==> config.mk <==
export PLATFORM = sky130hd
export DESIGN_NAME = bsiop_ports_e_f
export DESIGN_NICKNAME = d
export VERILOG_FILES = /design/src/logic/bsiop_pkg.sv /design/src/logic/bsiop_ports_e_f.sv
export SDC_FILE = /design/constraint.sdc
export NUM_CORES = 1
export LEC_CHECK = 0
export BUFFER_PORTS_ARGS = -buffer_cell sky130_fd_sc_hd__buf_2
export CAP_MARGIN = 20
export CORE_MARGIN = 3
export CORE_UTILIZATION = 55
export CTS_BUF_LIST = sky130_fd_sc_hd__clkbuf_8
export DETAILED_ROUTE_END_ITERATION = 12
export PLACE_DENSITY_LB_ADDON = 0.15
export SLEW_MARGIN = 30
export SYNTH_ARGS = -nofsm -noshare
export SYNTH_HDL_FRONTEND = slang
export SYNTH_SLANG_ARGS = --single-unit
==> constraint.sdc <==
create_clock -name clk -period 6.45 [get_ports clk]
set_clock_uncertainty 0.05 [all_clocks]
set_input_delay 1.29 -clock clk [delete_from_list [all_inputs] [get_ports clk]]
set_output_delay 1.29 -clock clk [all_outputs]
set_load 0.02 [all_outputs]
==> src/logic/bsiop_pkg.sv <==
// package for the shared bus / general purpose ports e and f
// assumes: registers reached by word index, byte address = 4 * index
package bsiop_pkg;

    // avalon byte address width (index 0xFFAC * 4 needs 18 bits)
    localparam int unsigned ADDR_W = 18;
    localparam int unsigned DATA_W = 32;

    // register indices, low 16 bits of the printed address
    localparam logic [15:0] IDX_PE_DIR    = 16'hFEBD;
    localparam logic [15:0] IDX_PF_DIR    = 16'hFEBE;
    localparam logic [15:0] IDX_SYS_CTRL  = 16'hFF39;
    localparam logic [15:0] IDX_PE_LEVEL  = 16'hFF5D;
    localparam logic [15:0] IDX_PF_LEVEL  = 16'hFF5E;
    localparam logic [15:0] IDX_PE_LATCH  = 16'hFF6D;
    localparam logic [15:0] IDX_PF_LATCH  = 16'hFF6E;
    localparam logic [15:0] IDX_PE_PULLUP = 16'hFF74;
    localparam logic [15:0] IDX_PIN_FUNC2 = 16'hFFAC;

    // reset values
    localparam logic [7:0] RST_PE_DIR      = 8'h00;
    localparam logic [7:0] RST_PE_LATCH    = 8'h00;
    localparam logic [7:0] RST_PE_PULLUP   = 8'h00;
    localparam logic [7:0] RST_PF_DIR_BUS  = 8'h80;
    localparam logic [7:0] RST_PF_DIR_SC   = 8'h00;
    localparam logic [7:0] RST_PF_LATCH    = 8'h00;
    localparam logic [7:0] RST_SYS_CTRL    = 8'h01;
    localparam logic [7:0] RST_PIN_FUNC2   = 8'h30;

    // writable bit masks (reserved bits stay zero)
    localparam logic [7:0] MASK_SYS_CTRL   = 8'hBF;
    localparam logic [7:0] MASK_PIN_FUNC2  = 8'hF8;

    // pin_function_ctrl2 fields
    localparam int unsigned PF2_WAIT_SEL   = 7;
    localparam int unsigned PF2_BUS_REQ_OUT_SEL  = 6;
    localparam int unsigned PF2_CS167_EN   = 5;
    localparam int unsigned PF2_CS25_EN    = 4;
    localparam int unsigned PF2_AS_DIS     = 3;

    // system_ctrl field: lower write strobe disable
    localparam int unsigned SYS_LWR_DIS    = 2;

    // port f pin positions
    localparam int unsigned PF_CLK  = 7;
    localparam int unsigned PF_AS   = 6;
    localparam int unsigned PF_RD   = 5;
    localparam int unsigned PF_HWR  = 4;
    localparam int unsigned PF_LWR  = 3;
    localparam int unsigned PF_REQO = 2;
    localparam int unsigned PF_BACK = 1;
    localparam int unsigned PF_BUS_REQ_IN = 0;

    // operating modes
    localparam logic [2:0] MODE_FIRST_EXT = 3'h4;
    localparam logic [2:0] MODE_LAST_EXT  = 3'h6;
    localparam logic [2:0] MODE_SINGLE    = 3'h7;

    // bus slave phase
    typedef enum logic {BSIOP_IDLE, BSIOP_ANSWER} bsiop_phase_t;

endpackage

==> src/logic/bsiop_ports_e_f.sv <==
// ports e and f: general i/o sharing pins with the external bus
// assumes: one clock, avalon-mm slave, standby levels and mode from same clock
//
// Behaviour
// - direction registers cannot be read back
// - port e registers clear on reset, hardware standby
// - modes 4-6, 8-bit bus: port e gpio
// - modes 4-6, 16-bit bus: port e bus data
// - mode 7: port e gpio per direction bit
// - level read: latch if output, else pin
// - pin level registers ignore writes
// - pull-up on when gpio input and enabled
// - pull-ups off in reset, hardware standby
// - port f direction resets to 80/00 by mode
// - port f latch clears on reset, hardware standby
// - port f carries strobes, request, grant, clock
// - software standby: bus outputs hold or float
// - bit 7 selects wait input pin
// - bit 6 routes request output pin
// - bit 5 enables chip selects 1,6,7
// - bit 4 enables chip selects 2-5
// - bit 3 disables address strobe, modes 4-6
// - strobe disabled: pin 6 becomes gpio
// - pin 7: input or system clock out
`timescale 1ns/1ps
module bsiop_ports_e_f
    import bsiop_pkg::*;
(
    // clock and reset
    input  wire logic              clk,
    input  wire logic              rst,
    // avalon-mm slave
    input  wire logic [ADDR_W-1:0] address,
    input  wire logic              read,
    input  wire logic              write,
    input  wire logic [DATA_W-1:0] writedata,
    output logic      [DATA_W-1:0] readdata,
    output logic                   waitrequest,
    // chip state
    input  wire logic [2:0]        op_mode,
    input  wire logic              bus_16bit,
    input  wire logic              hw_standby,
    input  wire logic              sw_standby,
    input  wire logic              standby_out_hold,
    input  wire logic              bus_req_out_enable,
    input  wire logic              bus_release_enable,
    input  wire logic              dram_low_col_sel,
    // bus controller side
    input  wire logic [7:0]        bus_data_hi_out,
    input  wire logic              bus_data_hi_oe,
    output logic      [7:0]        bus_data_hi_in,
    input  wire logic              addr_strobe_out_n,
    input  wire logic              read_strobe_n,
    input  wire logic              upper_write_strobe_n,
    input  wire logic              lower_write_strobe_n,
    input  wire logic              dram_low_col_strobe_n,
    input  wire logic              bus_req_out_n,
    input  wire logic              bus_ack_n,
    input  wire logic              sys_clock_src,
    output logic                   bus_req_in_n,
    // function selects to other ports
    output logic                   wait_in_pin_sel,
    output logic                   bus_req_out_on_p53,
    output logic                   chip_sel_1_6_7_enable,
    output logic                   chip_sel_2_to_5_enable,
    // port e pins
    input  wire logic [7:0]        pe_pin_in,
    output logic      [7:0]        pe_pin_out,
    output logic      [7:0]        pe_pin_oe,
    output logic      [7:0]        pe_pullup_on,
    // port f pins
    input  wire logic [7:0]        pf_pin_in,
    output logic      [7:0]        pf_pin_out,
    output logic      [7:0]        pf_pin_oe
);

    // ---------------- registers ----------------
    logic [7:0]   port_e_direction;    // write-only
    logic [7:0]   port_e_output_latch;
    logic [7:0]   port_e_pullup_ctrl;
    logic [7:0]   port_f_direction;    // write-only, mode-dependent reset
    logic [7:0]   port_f_output_latch;
    logic [7:0]   system_ctrl;
    logic [7:0]   pin_function_ctrl2;
    logic         dir_init_pending;    // load port f direction after release
    bsiop_phase_t phase;               // bus slave answer phase

    // ---------------- pin synchronisers ----------------
    logic [15:0] pin_s1;   // first stage, read only by pin_s2
    logic [15:0] pin_s2;
    logic [15:0] pin_s3;
    logic [15:0] pin_lvl;  // accepted level
    logic [15:0] next_pin_lvl;
    wire  [15:0] pin_raw = {pf_pin_in, pe_pin_in};

    // a change counts only once stages two and three agree
    assign next_pin_lvl = (pin_s2 & ~(pin_s2 ^ pin_s3)) | (pin_lvl & (pin_s2 ^ pin_s3));

    // three-stage synchroniser with agreement filter
    always_ff @(posedge clk or posedge rst) begin
        if (rst) begin
            pin_s1  <= 16'h0000;
            pin_s2  <= 16'h0000;
            pin_s3  <= 16'h0000;
            pin_lvl <= 16'h0000;
        end else begin
            pin_s1  <= pin_raw;
            pin_s2  <= pin_s1;
            pin_s3  <= pin_s2;
            pin_lvl <= next_pin_lvl;
        end
    end

    wire [7:0] pe_lvl = pin_lvl[7:0];   // filtered port e pins
    wire [7:0] pf_lvl = pin_lvl[15:8];  // filtered port f pins

    // ---------------- mode decode ----------------
    wire mode_ext    = (op_mode >= MODE_FIRST_EXT) && (op_mode <= MODE_LAST_EXT);
    wire mode_single = (op_mode == MODE_SINGLE);
    wire pe_gpio     = (mode_ext && !bus_16bit) || mode_single;
    wire pe_bus      = mode_ext && bus_16bit;

    // ---------------- avalon decode ----------------
    wire        req       = read || write;
    wire        aligned   = (address[1:0] == 2'b00);
    wire [15:0] idx       = address[17:2];
    wire        hit_pe_d  = aligned && (idx == IDX_PE_DIR);
    wire        hit_pf_d  = aligned && (idx == IDX_PF_DIR);
    wire        hit_sys   = aligned && (idx == IDX_SYS_CTRL);
    wire        hit_pe_v  = aligned && (idx == IDX_PE_LEVEL);
    wire        hit_pf_v  = aligned && (idx == IDX_PF_LEVEL);
    wire        hit_pe_l  = aligned && (idx == IDX_PE_LATCH);
    wire        hit_pf_l  = aligned && (idx == IDX_PF_LATCH);
    wire        hit_pe_p  = aligned && (idx == IDX_PE_PULLUP);
    wire        hit_pf2   = aligned && (idx == IDX_PIN_FUNC2);
    // a write lands only in the answer cycle, when waitrequest is low
    wire        wr_go     = write && (phase == BSIOP_ANSWER);
    wire [7:0]  wbyte     = writedata[7:0];

    // level readback: output bits show the latch, inputs the pin
    wire [7:0] pe_level_view = (port_e_direction & port_e_output_latch)
                             | (~port_e_direction & pe_lvl);
    wire [7:0] pf_level_view = (port_f_direction & port_f_output_latch)
                             | (~port_f_direction & pf_lvl);

    // read mux; direction, unmapped and reserved give zero
    logic [7:0] rd_byte;
    always_comb begin
        rd_byte = 8'h00;
        if (hit_pe_v)      rd_byte = pe_level_view;
        else if (hit_pf_v) rd_byte = pf_level_view;
        else if (hit_pe_l) rd_byte = port_e_output_latch;
        else if (hit_pf_l) rd_byte = port_f_output_latch;
        else if (hit_pe_p) rd_byte = port_e_pullup_ctrl;
        else if (hit_sys)  rd_byte = system_ctrl;
        else if (hit_pf2)  rd_byte = pin_function_ctrl2;
    end

    // one wait cycle on every access so read data come from a flop
    assign waitrequest = req && (phase == BSIOP_IDLE);

    // bus slave phase and read data
    always_ff @(posedge clk or posedge rst) begin
        if (rst) begin
            phase    <= BSIOP_IDLE;
            readdata <= 32'h0000_0000;
        end else begin
            case (phase)
                BSIOP_IDLE: begin
                    if (req) begin
                        phase    <= BSIOP_ANSWER;
                        readdata <= {24'h00_0000, read ? rd_byte : 8'h00};
                    end
                end
                BSIOP_ANSWER: begin
                    phase <= BSIOP_IDLE;   // request released after this edge
                end
                default: begin
                    phase <= BSIOP_IDLE;
                end
            endcase
        end
    end

    // ---------------- port e registers ----------------
    // hardware standby clears; software standby just holds (no writes)
    always_ff @(posedge clk or posedge rst) begin
        if (rst) begin
            port_e_direction    <= RST_PE_DIR;
            port_e_output_latch <= RST_PE_LATCH;
            port_e_pullup_ctrl  <= RST_PE_PULLUP;
        end else if (hw_standby) begin
            port_e_direction    <= RST_PE_DIR;
            port_e_output_latch <= RST_PE_LATCH;
            port_e_pullup_ctrl  <= RST_PE_PULLUP;
        end else if (wr_go) begin
            if (hit_pe_d) port_e_direction    <= wbyte;
            if (hit_pe_l) port_e_output_latch <= wbyte;
            if (hit_pe_p) port_e_pullup_ctrl  <= wbyte;
            // level register writes fall through here untouched
        end
    end

    // ---------------- port f and control registers ----------------
    // direction reset depends on the mode strap, so it is loaded at release
    always_ff @(posedge clk or posedge rst) begin
        if (rst) begin
            port_f_direction    <= RST_PF_DIR_SC;
            port_f_output_latch <= RST_PF_LATCH;
            system_ctrl         <= RST_SYS_CTRL;
            pin_function_ctrl2  <= RST_PIN_FUNC2;
            dir_init_pending    <= 1'b1;
        end else if (hw_standby || dir_init_pending) begin
            port_f_direction    <= mode_single ? RST_PF_DIR_SC : RST_PF_DIR_BUS;
            port_f_output_latch <= RST_PF_LATCH;
            system_ctrl         <= RST_SYS_CTRL;
            pin_function_ctrl2  <= RST_PIN_FUNC2;
            dir_init_pending    <= 1'b0;
        end else if (wr_go) begin
            if (hit_pf_d) port_f_direction    <= wbyte;
            if (hit_pf_l) port_f_output_latch <= wbyte;
            if (hit_sys)  system_ctrl         <= wbyte & MASK_SYS_CTRL;
            if (hit_pf2)  pin_function_ctrl2  <= wbyte & MASK_PIN_FUNC2;
        end
    end

    // ---------------- function selects ----------------
    wire as_disable  = pin_function_ctrl2[PF2_AS_DIS];
    wire lwr_disable = system_ctrl[SYS_LWR_DIS];
    wire bus_req_out_sel   = pin_function_ctrl2[PF2_BUS_REQ_OUT_SEL];

    assign wait_in_pin_sel        = pin_function_ctrl2[PF2_WAIT_SEL];
    // software sets the select before the enable, so no glitch here
    assign bus_req_out_on_p53     = mode_ext && bus_req_out_enable && bus_req_out_sel;
    assign chip_sel_1_6_7_enable  = pin_function_ctrl2[PF2_CS167_EN];
    assign chip_sel_2_to_5_enable = pin_function_ctrl2[PF2_CS25_EN];

    // ---------------- port e pins ----------------
    wire [7:0] pe_oe_live = pe_gpio ? port_e_direction
                          : (pe_bus ? {8{bus_data_hi_oe}} : 8'h00);
    wire [7:0] pe_out_live = pe_gpio ? port_e_output_latch : bus_data_hi_out;

    assign pe_pin_oe      = pe_oe_live;
    assign bus_data_hi_in = pe_lvl;
    // pull-up only on inputs in gpio modes, never in hardware standby
    assign pe_pullup_on   = (pe_gpio && !hw_standby) ?
                            (~port_e_direction & port_e_pullup_ctrl) : 8'h00;

    // port e data from flops: latch or a registered copy of bus data
    logic [7:0] pe_out_q;
    always_ff @(posedge clk or posedge rst) begin
        if (rst) begin
            pe_out_q <= 8'h00;
        end else begin
            pe_out_q <= pe_out_live;
        end
    end
    assign pe_pin_out = pe_gpio ? port_e_output_latch : pe_out_q;

    // ---------------- port f pins ----------------
    // which pins carry a bus function, and what they drive
    logic [7:0] pf_bus_fn;   // pin taken by bus function
    logic [7:0] pf_bus_oe;   // enable while in bus function
    logic [7:0] pf_bus_val;  // level while in bus function
    always_comb begin
        pf_bus_fn  = 8'h00;
        pf_bus_oe  = 8'h00;
        pf_bus_val = 8'hFF;
        // address strobe unless disabled, only in external modes
        pf_bus_fn[PF_AS]   = mode_ext && !as_disable;
        pf_bus_oe[PF_AS]   = 1'b1;
        pf_bus_val[PF_AS]  = addr_strobe_out_n;
        // read and upper write strobes always in external modes
        pf_bus_fn[PF_RD]   = mode_ext;
        pf_bus_oe[PF_RD]   = 1'b1;
        pf_bus_val[PF_RD]  = read_strobe_n;
        pf_bus_fn[PF_HWR]  = mode_ext;
        pf_bus_oe[PF_HWR]  = 1'b1;
        pf_bus_val[PF_HWR] = upper_write_strobe_n;
        // lower write strobe, switchable
        pf_bus_fn[PF_LWR]  = mode_ext && !lwr_disable;
        pf_bus_oe[PF_LWR]  = 1'b1;
        pf_bus_val[PF_LWR] = lower_write_strobe_n;
        // dram column strobe wins over request out
        if (mode_ext && dram_low_col_sel) begin
            pf_bus_fn[PF_REQO]  = 1'b1;
            pf_bus_oe[PF_REQO]  = 1'b1;
            pf_bus_val[PF_REQO] = dram_low_col_strobe_n;
        end else if (mode_ext && bus_req_out_enable && !bus_req_out_sel) begin
            pf_bus_fn[PF_REQO]  = 1'b1;
            pf_bus_oe[PF_REQO]  = 1'b1;
            pf_bus_val[PF_REQO] = bus_req_out_n;
        end
        // bus grant out, bus request in
        pf_bus_fn[PF_BACK]  = mode_ext && bus_release_enable;
        pf_bus_oe[PF_BACK]  = 1'b1;
        pf_bus_val[PF_BACK] = bus_ack_n;
        pf_bus_fn[PF_BUS_REQ_IN]  = mode_ext && bus_release_enable;  // input only
    end

    // software standby: freeze or float the bus control outputs
    logic [7:0] held_out;  // last live levels before standby
    logic [7:0] held_oe;
    wire  [7:0] pf_oe_live  = (pf_bus_fn & pf_bus_oe) | (~pf_bus_fn & port_f_direction);
    wire  [7:0] pf_out_live = (pf_bus_fn & pf_bus_val) | (~pf_bus_fn & port_f_output_latch);
    wire  [7:0] sb_mask     = sw_standby ? (pf_bus_fn & pf_bus_oe) : 8'h00;

    // capture while running, so the frozen state is the pre-standby one
    always_ff @(posedge clk or posedge rst) begin
        if (rst) begin
            held_out <= 8'hFF;
            held_oe  <= 8'h00;
        end else if (!sw_standby) begin
            held_out <= pf_out_live;
            held_oe  <= pf_oe_live;
        end
    end

    logic [7:0] pf_oe_mix;
    logic [7:0] pf_out_mix;
    always_comb begin
        pf_oe_mix  = pf_oe_live;
        pf_out_mix = pf_out_live;
        if (standby_out_hold) begin
            pf_oe_mix  = (sb_mask & held_oe)  | (~sb_mask & pf_oe_live);
            pf_out_mix = (sb_mask & held_out) | (~sb_mask & pf_out_live);
        end else begin
            pf_oe_mix  = ~sb_mask & pf_oe_live;
        end
        // pin 7: clock out when its direction bit is set, else input
        pf_oe_mix[PF_CLK]  = port_f_direction[PF_CLK];
        pf_out_mix[PF_CLK] = sys_clock_src;
    end

    assign pf_pin_oe    = pf_oe_mix;
    assign pf_pin_out   = pf_out_mix;
    assign bus_req_in_n = pf_bus_fn[PF_BUS_REQ_IN] ? pf_lvl[PF_BUS_REQ_IN] : 1'b1;
endmodule

### After elaboration in Yosys (flattened, before gate mapping)

Cells that the tools add are included.

| cells by class | value |
|---|---|
| $lt $le $gt $ge | 2 |
| equal/unequal tests | 10 |
| mux-type cells | 45 |
| bitwise gates (word level) | 29 |
| reduce and logical (&&, ||, !) cells | 48 |

Operator list:

| operator | count |
|---|---|
| $mux W8 | 35 |
| $eq A16 B16 Y1 const B | 9 |
| $and A7 B7 Y7 | 8 |
| $and A8 B8 Y8 | 5 |
| $and A16 B16 Y16 | 2 |
| $or A7 B7 Y7 | 4 |
| $logic_and A1 B1 Y1 | 22 |
| $mux W7 | 3 |
| $reduce_bool A2 Y1 | 9 |
| $not A16 Y16 | 1 |
| $not A8 Y8 | 2 |
| $or A16 B16 Y16 | 1 |
| $or A8 B8 Y8 | 2 |
| $reduce_and A2 Y1 | 8 |
| $xor A16 B16 Y16 | 1 |
| $not A7 Y7 | 2 |
| $mux W1 | 6 |
| $logic_not A1 Y1 | 5 |
| $eq A3 B3 Y1 const B | 1 |
| $ge A3 B3 Y1 const B | 1 |
| $le A3 B3 Y1 const B | 1 |
| $logic_or A1 B1 Y1 | 3 |
| $logic_not A2 Y1 | 1 |
| $pmux W1 S2 | 1 |
| $not A1 Y1 | 1 |

| word-level totals | value |
|---|---|
| register bits | 152 |
| bits of input ports | 97 |
| output and inout port bits | 86 |

### Logic depth before layout (Yosys ltp)

| logic depth | value |
|---|---|
| depth in word-level cells | 12 |
| mapped depth | 7 |
| depth with buffers taken out | 5 |

### Least setup slack after synthesis

No wires, ideal clock.

| timing | value |
|---|---|
| kind | input port to output port |
| start point | input port op_mode[2] |
| end point | output port pf_pin_out[2] |
| arrival | 2.561 ns |
| required time | 5.110 ns |
| path slack | 2.549 ns |
| stages | 5 |
| buffers on the path | 0 |
| cell sequence | a21boi_0 nand2_1 mux2_2 mux2_2 mux2_2 |

| on the way | value |
|---|---|
| longest elaborated chain between the ends | 12 |
| elaborated cells on any way between the ends | 21 |
| classes of those cells | order compare (2); mux (6); bitwise (9); reduce/logical (4) |

RTL lines:

| item | RTL line | RTL |
|---|---|---|
| start, declared | bsiop_ports_e_f.sv:40 | `input wire logic [2:0] op_mode,` |
| $ge A3 B3 Y1 or $le A3 B3 Y1 (tied branches) | bsiop_ports_e_f.sv:118 | `wire mode_ext = (op_mode >= MODE_FIRST_EXT) && (op_mode <= MODE_LAST_EXT);` |
| $logic_and A1 B1 Y1 * | bsiop_ports_e_f.sv:118 |  |
| $logic_and A1 B1 Y1 (2 in series) | bsiop_ports_e_f.sv:289 | `end else if (mode_ext && bus_req_out_enable && !bus_req_out_sel) begin` |
| $mux W1 | bsiop_ports_e_f.sv:289 |  |
| $mux W1 | bsiop_ports_e_f.sv:285 | `if (mode_ext && dram_low_col_sel) begin` |
| $and A7 B7 Y7 or $not A7 Y7 (tied branches) | bsiop_ports_e_f.sv:306, bsiop_ports_e_f.sv:305 |  |
| $mux W7 or $and A7 B7 Y7 (tied branches) | bsiop_ports_e_f.sv:306, bsiop_ports_e_f.sv:305 |  |
| $not A7 Y7 or $or A7 B7 Y7 (tied branches) | bsiop_ports_e_f.sv:326, bsiop_ports_e_f.sv:305 |  |
| $and A7 B7 Y7 | bsiop_ports_e_f.sv:326 | `pf_out_mix = (sb_mask & held_out) \| (~sb_mask & pf_out_live);` |
| $or A7 B7 Y7 | bsiop_ports_e_f.sv:326 |  |
| $mux W7 * | bsiop_ports_e_f.sv:324 | `if (standby_out_hold) begin` |
| end, declared | bsiop_ports_e_f.sv:73 | `output logic [7:0] pf_pin_out,` |

Mark *: on every way between the ends. The rest lies on a longest branch, timed or not.

### Worst setup path in the final report

Same ends and word-level chain as after synthesis.

==> flow_metrics.env <==
export IMPL_status="complete, no violations"
export IMPL_core_sq_um=11800
export IMPL_finalNetCount=839
export IMPL_cp_top_family="multiplexers"
export IMPL_filler_cell_count=928
export IMPL_routed_len_inst_um=18.9
export IMPL_clock_tree_htree_level_count=4
export IMPL_place_port_buffers=132
export IMPL_start_util=0.578
export IMPL_post_synth_top_count_cell="sky130_fd_sc_hd__dfrtp_1"
export IMPL_die_area_sq_um=13700
export IMPL_ctsResizeCount=0
export IMPL_synth_distinct_cells=55
export IMPL_critical_path_reg2reg_startpoint="phase"
export IMPL_synth_edf_count=0
export IMPL_n_antenna_cell=0
export IMPL_critPathMaxFanout=12
export IMPL_flow_area_growth_from_synthesis_pct=15.2
export IMPL_first_global_vias=5041
export IMPL_total_leakage_power_nw=3.77
export IMPL_period_minus_slack_ns=4.41
export IMPL_die_width_um=117
export IMPL_postLayoutSetupSlackWorst_ns=2.04
export IMPL_clock_tree_from_tritoncts="yes"
export IMPL_cpPeakStageDelay_ns=0.30
export IMPL_cts_made_buffers=17
export IMPL_number_of_flip_flops_and_latches_in_the_synthesized_netlist=146
export IMPL_synth_area_leaders="sky130_fd_sc_hd__dfrtp_1 (50%), sky130_fd_sc_hd__mux2i_1 (10%), sky130_fd_sc_hd__buf_4 (4.0%), sky130_fd_sc_hd__nor2_1 (3.9%), sky130_fd_sc_hd__dfstp_2 (3.9%)"
export IMPL_stdcell_area_sq_um=7830
export IMPL_rr_worst_depth=5
export IMPL_yosysTopAreaCell="sky130_fd_sc_hd__dfrtp_1"
export IMPL_io_pins=183
export IMPL_antenna_found_initial=0
export IMPL_max_clock_path_buffers=2
export IMPL_synth_warning_count=0
export IMPL_syn_instance_count=629
export IMPL_r2r_slack_ns=4.36
export IMPL_timing_final_setup_violations=0
export IMPL_regToRegEndpoint="port_e_direction[4]"
export IMPL_critPathRequiredTime_ns=5.11
export IMPL_cp_num_cells=8
export IMPL_fmaxAchievable_ghz=0.227
export IMPL_num_rows=39
export IMPL_max_cap_violations=0
export IMPL_type_of_the_worst_setup_path="input pin to output port"
export IMPL_vdd_ir_drop_max_mv=0.225
export IMPL_synthArstFlopShare=1.00
export IMPL_grt_pass1_wl_um=26700
export IMPL_hold_end="pin_s2[15]"
export IMPL_detailedRoute_firstPassIterationCount=7
export IMPL_fraction_of_layout_instances_using_a_drive_strength_above_1=0.264
export IMPL_clock_sink_count=146
export IMPL_initialDrtViolationCount=377
export IMPL_critical_path_arrival_ns=3.07
export IMPL_place_congestion=0.875
export IMPL_detailedPlacementHpwl_um=13100
export IMPL_routed_via_density=5.62
export IMPL_slowest_stage="sky130_fd_sc_hd__a21boi_0"
export IMPL_cp_buffers_inverters=3
export IMPL_max_slew_margin_rel=0.393
export IMPL_drc=0
export IMPL_route_final_wire_length_um=17400
export IMPL_timing_setup_tns_ns=0
export IMPL_timing_worst_slew_pin_value_ns=0.903
export IMPL_clkSlewWorstSetupHoldPaths_ns=0.08
export IMPL_timing_critical_path_to_type="output port"
export IMPL_yosys_top_cells_count="sky130_fd_sc_hd__dfrtp_1 (136), sky130_fd_sc_hd__nor2_1 (71), sky130_fd_sc_hd__mux2i_1 (69), sky130_fd_sc_hd__nand2_1 (68), sky130_fd_sc_hd__buf_4 (36)"
export IMPL_cts_setup_buffers=0
export IMPL_cts_hold_buf=0
export IMPL_insertion_delay_ns=0.46
export IMPL_post_synth_top_area_fraction=0.500
export IMPL_placed_cell_area_sq_um=7400
export IMPL_finalHoldViolCount=0
export IMPL_cp_cell_sequence="buf_2 -> a21boi_0 -> buf_4 -> nand2_1 -> mux2_2 -> mux2_2 -> mux2_2 -> buf_2"
export IMPL_cts_root_buf="sky130_fd_sc_hd__clkbuf_8"
export IMPL_rsz0062_at_grt="false"
export IMPL_dp_slack_ns=2.04
export IMPL_mappedNetlistArea_sq_um=6800
export IMPL_hold_path_cell_count=0
export IMPL_ys_seq_area_frac=0.539
export IMPL_grt_overflow_total=0
export IMPL_hold_path_startpoint="pin_s1[15]"
export IMPL_worstSetupStartpointType="input pin"
export IMPL_die_height_um=117
export IMPL_dominantRegCellSynth="sky130_fd_sc_hd__dfrtp_1"
export IMPL_post_synth_cell_area_avg_sq_um=10.8
export IMPL_hold_path_class="flop to flop"
export IMPL_critPathMostFrequentCell="sky130_fd_sc_hd__mux2_2"
export IMPL_cellPowerDensity_nw_per_um2=248
export IMPL_vias=5163
export IMPL_report_final_slew_viol_count=0
export IMPL_maximum_number_of_pins_on_one_net_before_global_route_repair=78
export IMPL_aggregate_global_route_resource_usage=0.263
export IMPL_finalCritPeriodShare=0.684
export IMPL_remaining_antenna_violation_count=0
-- cells in the final DEF (no fill, tap or decap), types with 12 or more instances in the layout --
cell	instances
sky130_fd_sc_hd__a21oi_1	17
sky130_fd_sc_hd__buf_2	132
sky130_fd_sc_hd__clkbuf_8	18
sky130_fd_sc_hd__conb_1	25
sky130_fd_sc_hd__dfrtp_1	136
sky130_fd_sc_hd__maj3_1	16
sky130_fd_sc_hd__mux2_2	12
sky130_fd_sc_hd__mux2i_1	69
sky130_fd_sc_hd__nand2_1	68
sky130_fd_sc_hd__nor2_1	71
sky130_fd_sc_hd__nor3_1	19
sky130_fd_sc_hd__nor3b_1	14
-- power breakdown --
part / total (mW) / internal, mW / switching [mW]
clock: 0.764 / 0.373 / 0.391
sequential: 0.975 / 0.953 / 0.0213
combinational: 0.203 / 0.0667 / 0.136
-- layer usage --
layer	track usage	routed length, um
met5	0	0
met2	0.415	8420
met3	0.0612	1020
met4	0.112	557
met1	0.352	7360
-- logic make-up (layout without fill, tap and decap cells) --
family          Yosys count  in the layout  synth area share
compound gates           83             83            0.0883
fa+ha+maj                16             16            0.0236
buf+inv                  75            177            0.0618
flops                   146            146             0.539
mux                      81             81             0.121
other cells               1             25          0.000551
simple gates            227            227             0.165
-- final cells by class --
class / count / area (sq um) / share of cell area
sequential: 146 / 3670 / 0.468
tap: 164 / 205 / 0.0262
clock buffer: 18 / 248 / 0.0316
inverter: 11 / 46.3 / 0.00591
clock inverter: 14 / 179 / 0.0228
multi-input combinational: 432 / 2810 / 0.359
timing repair buffer: 134 / 676 / 0.0862
-- per-stage QoR --
stage               total power [mW]  hold WS [ns]   util  instances
global route                    2.03         0.322  0.666        919
detailed placement              1.20         0.285  0.629        887
floorplan                       1.14         0.281      -        653
finish                          1.94         0.303  0.666        919
CTS                             1.96         0.305  0.665        919
global placement                1.19         0.282  0.629        887
-- how the worst max path moves through the flow --
| stage | from | endpoint | slack [ns] |
|---|---|---|---|
| after floorplan | rst | asynchronous set/reset pin | 1.20 |
| after global placement | op_mode[2] | pf_pin_out[2] | 2.09 |
| after detailed placement | op_mode[2] | pf_pin_out[2] | 2.04 |
| after CTS | op_mode[2] | pf_pin_out[2] | 2.04 |
| after global routing | op_mode[2] | pf_pin_out[3] | 1.89 |
| final | op_mode[2] | pf_pin_out[2] | 2.04 |
(Power assumes the default switching activity.)
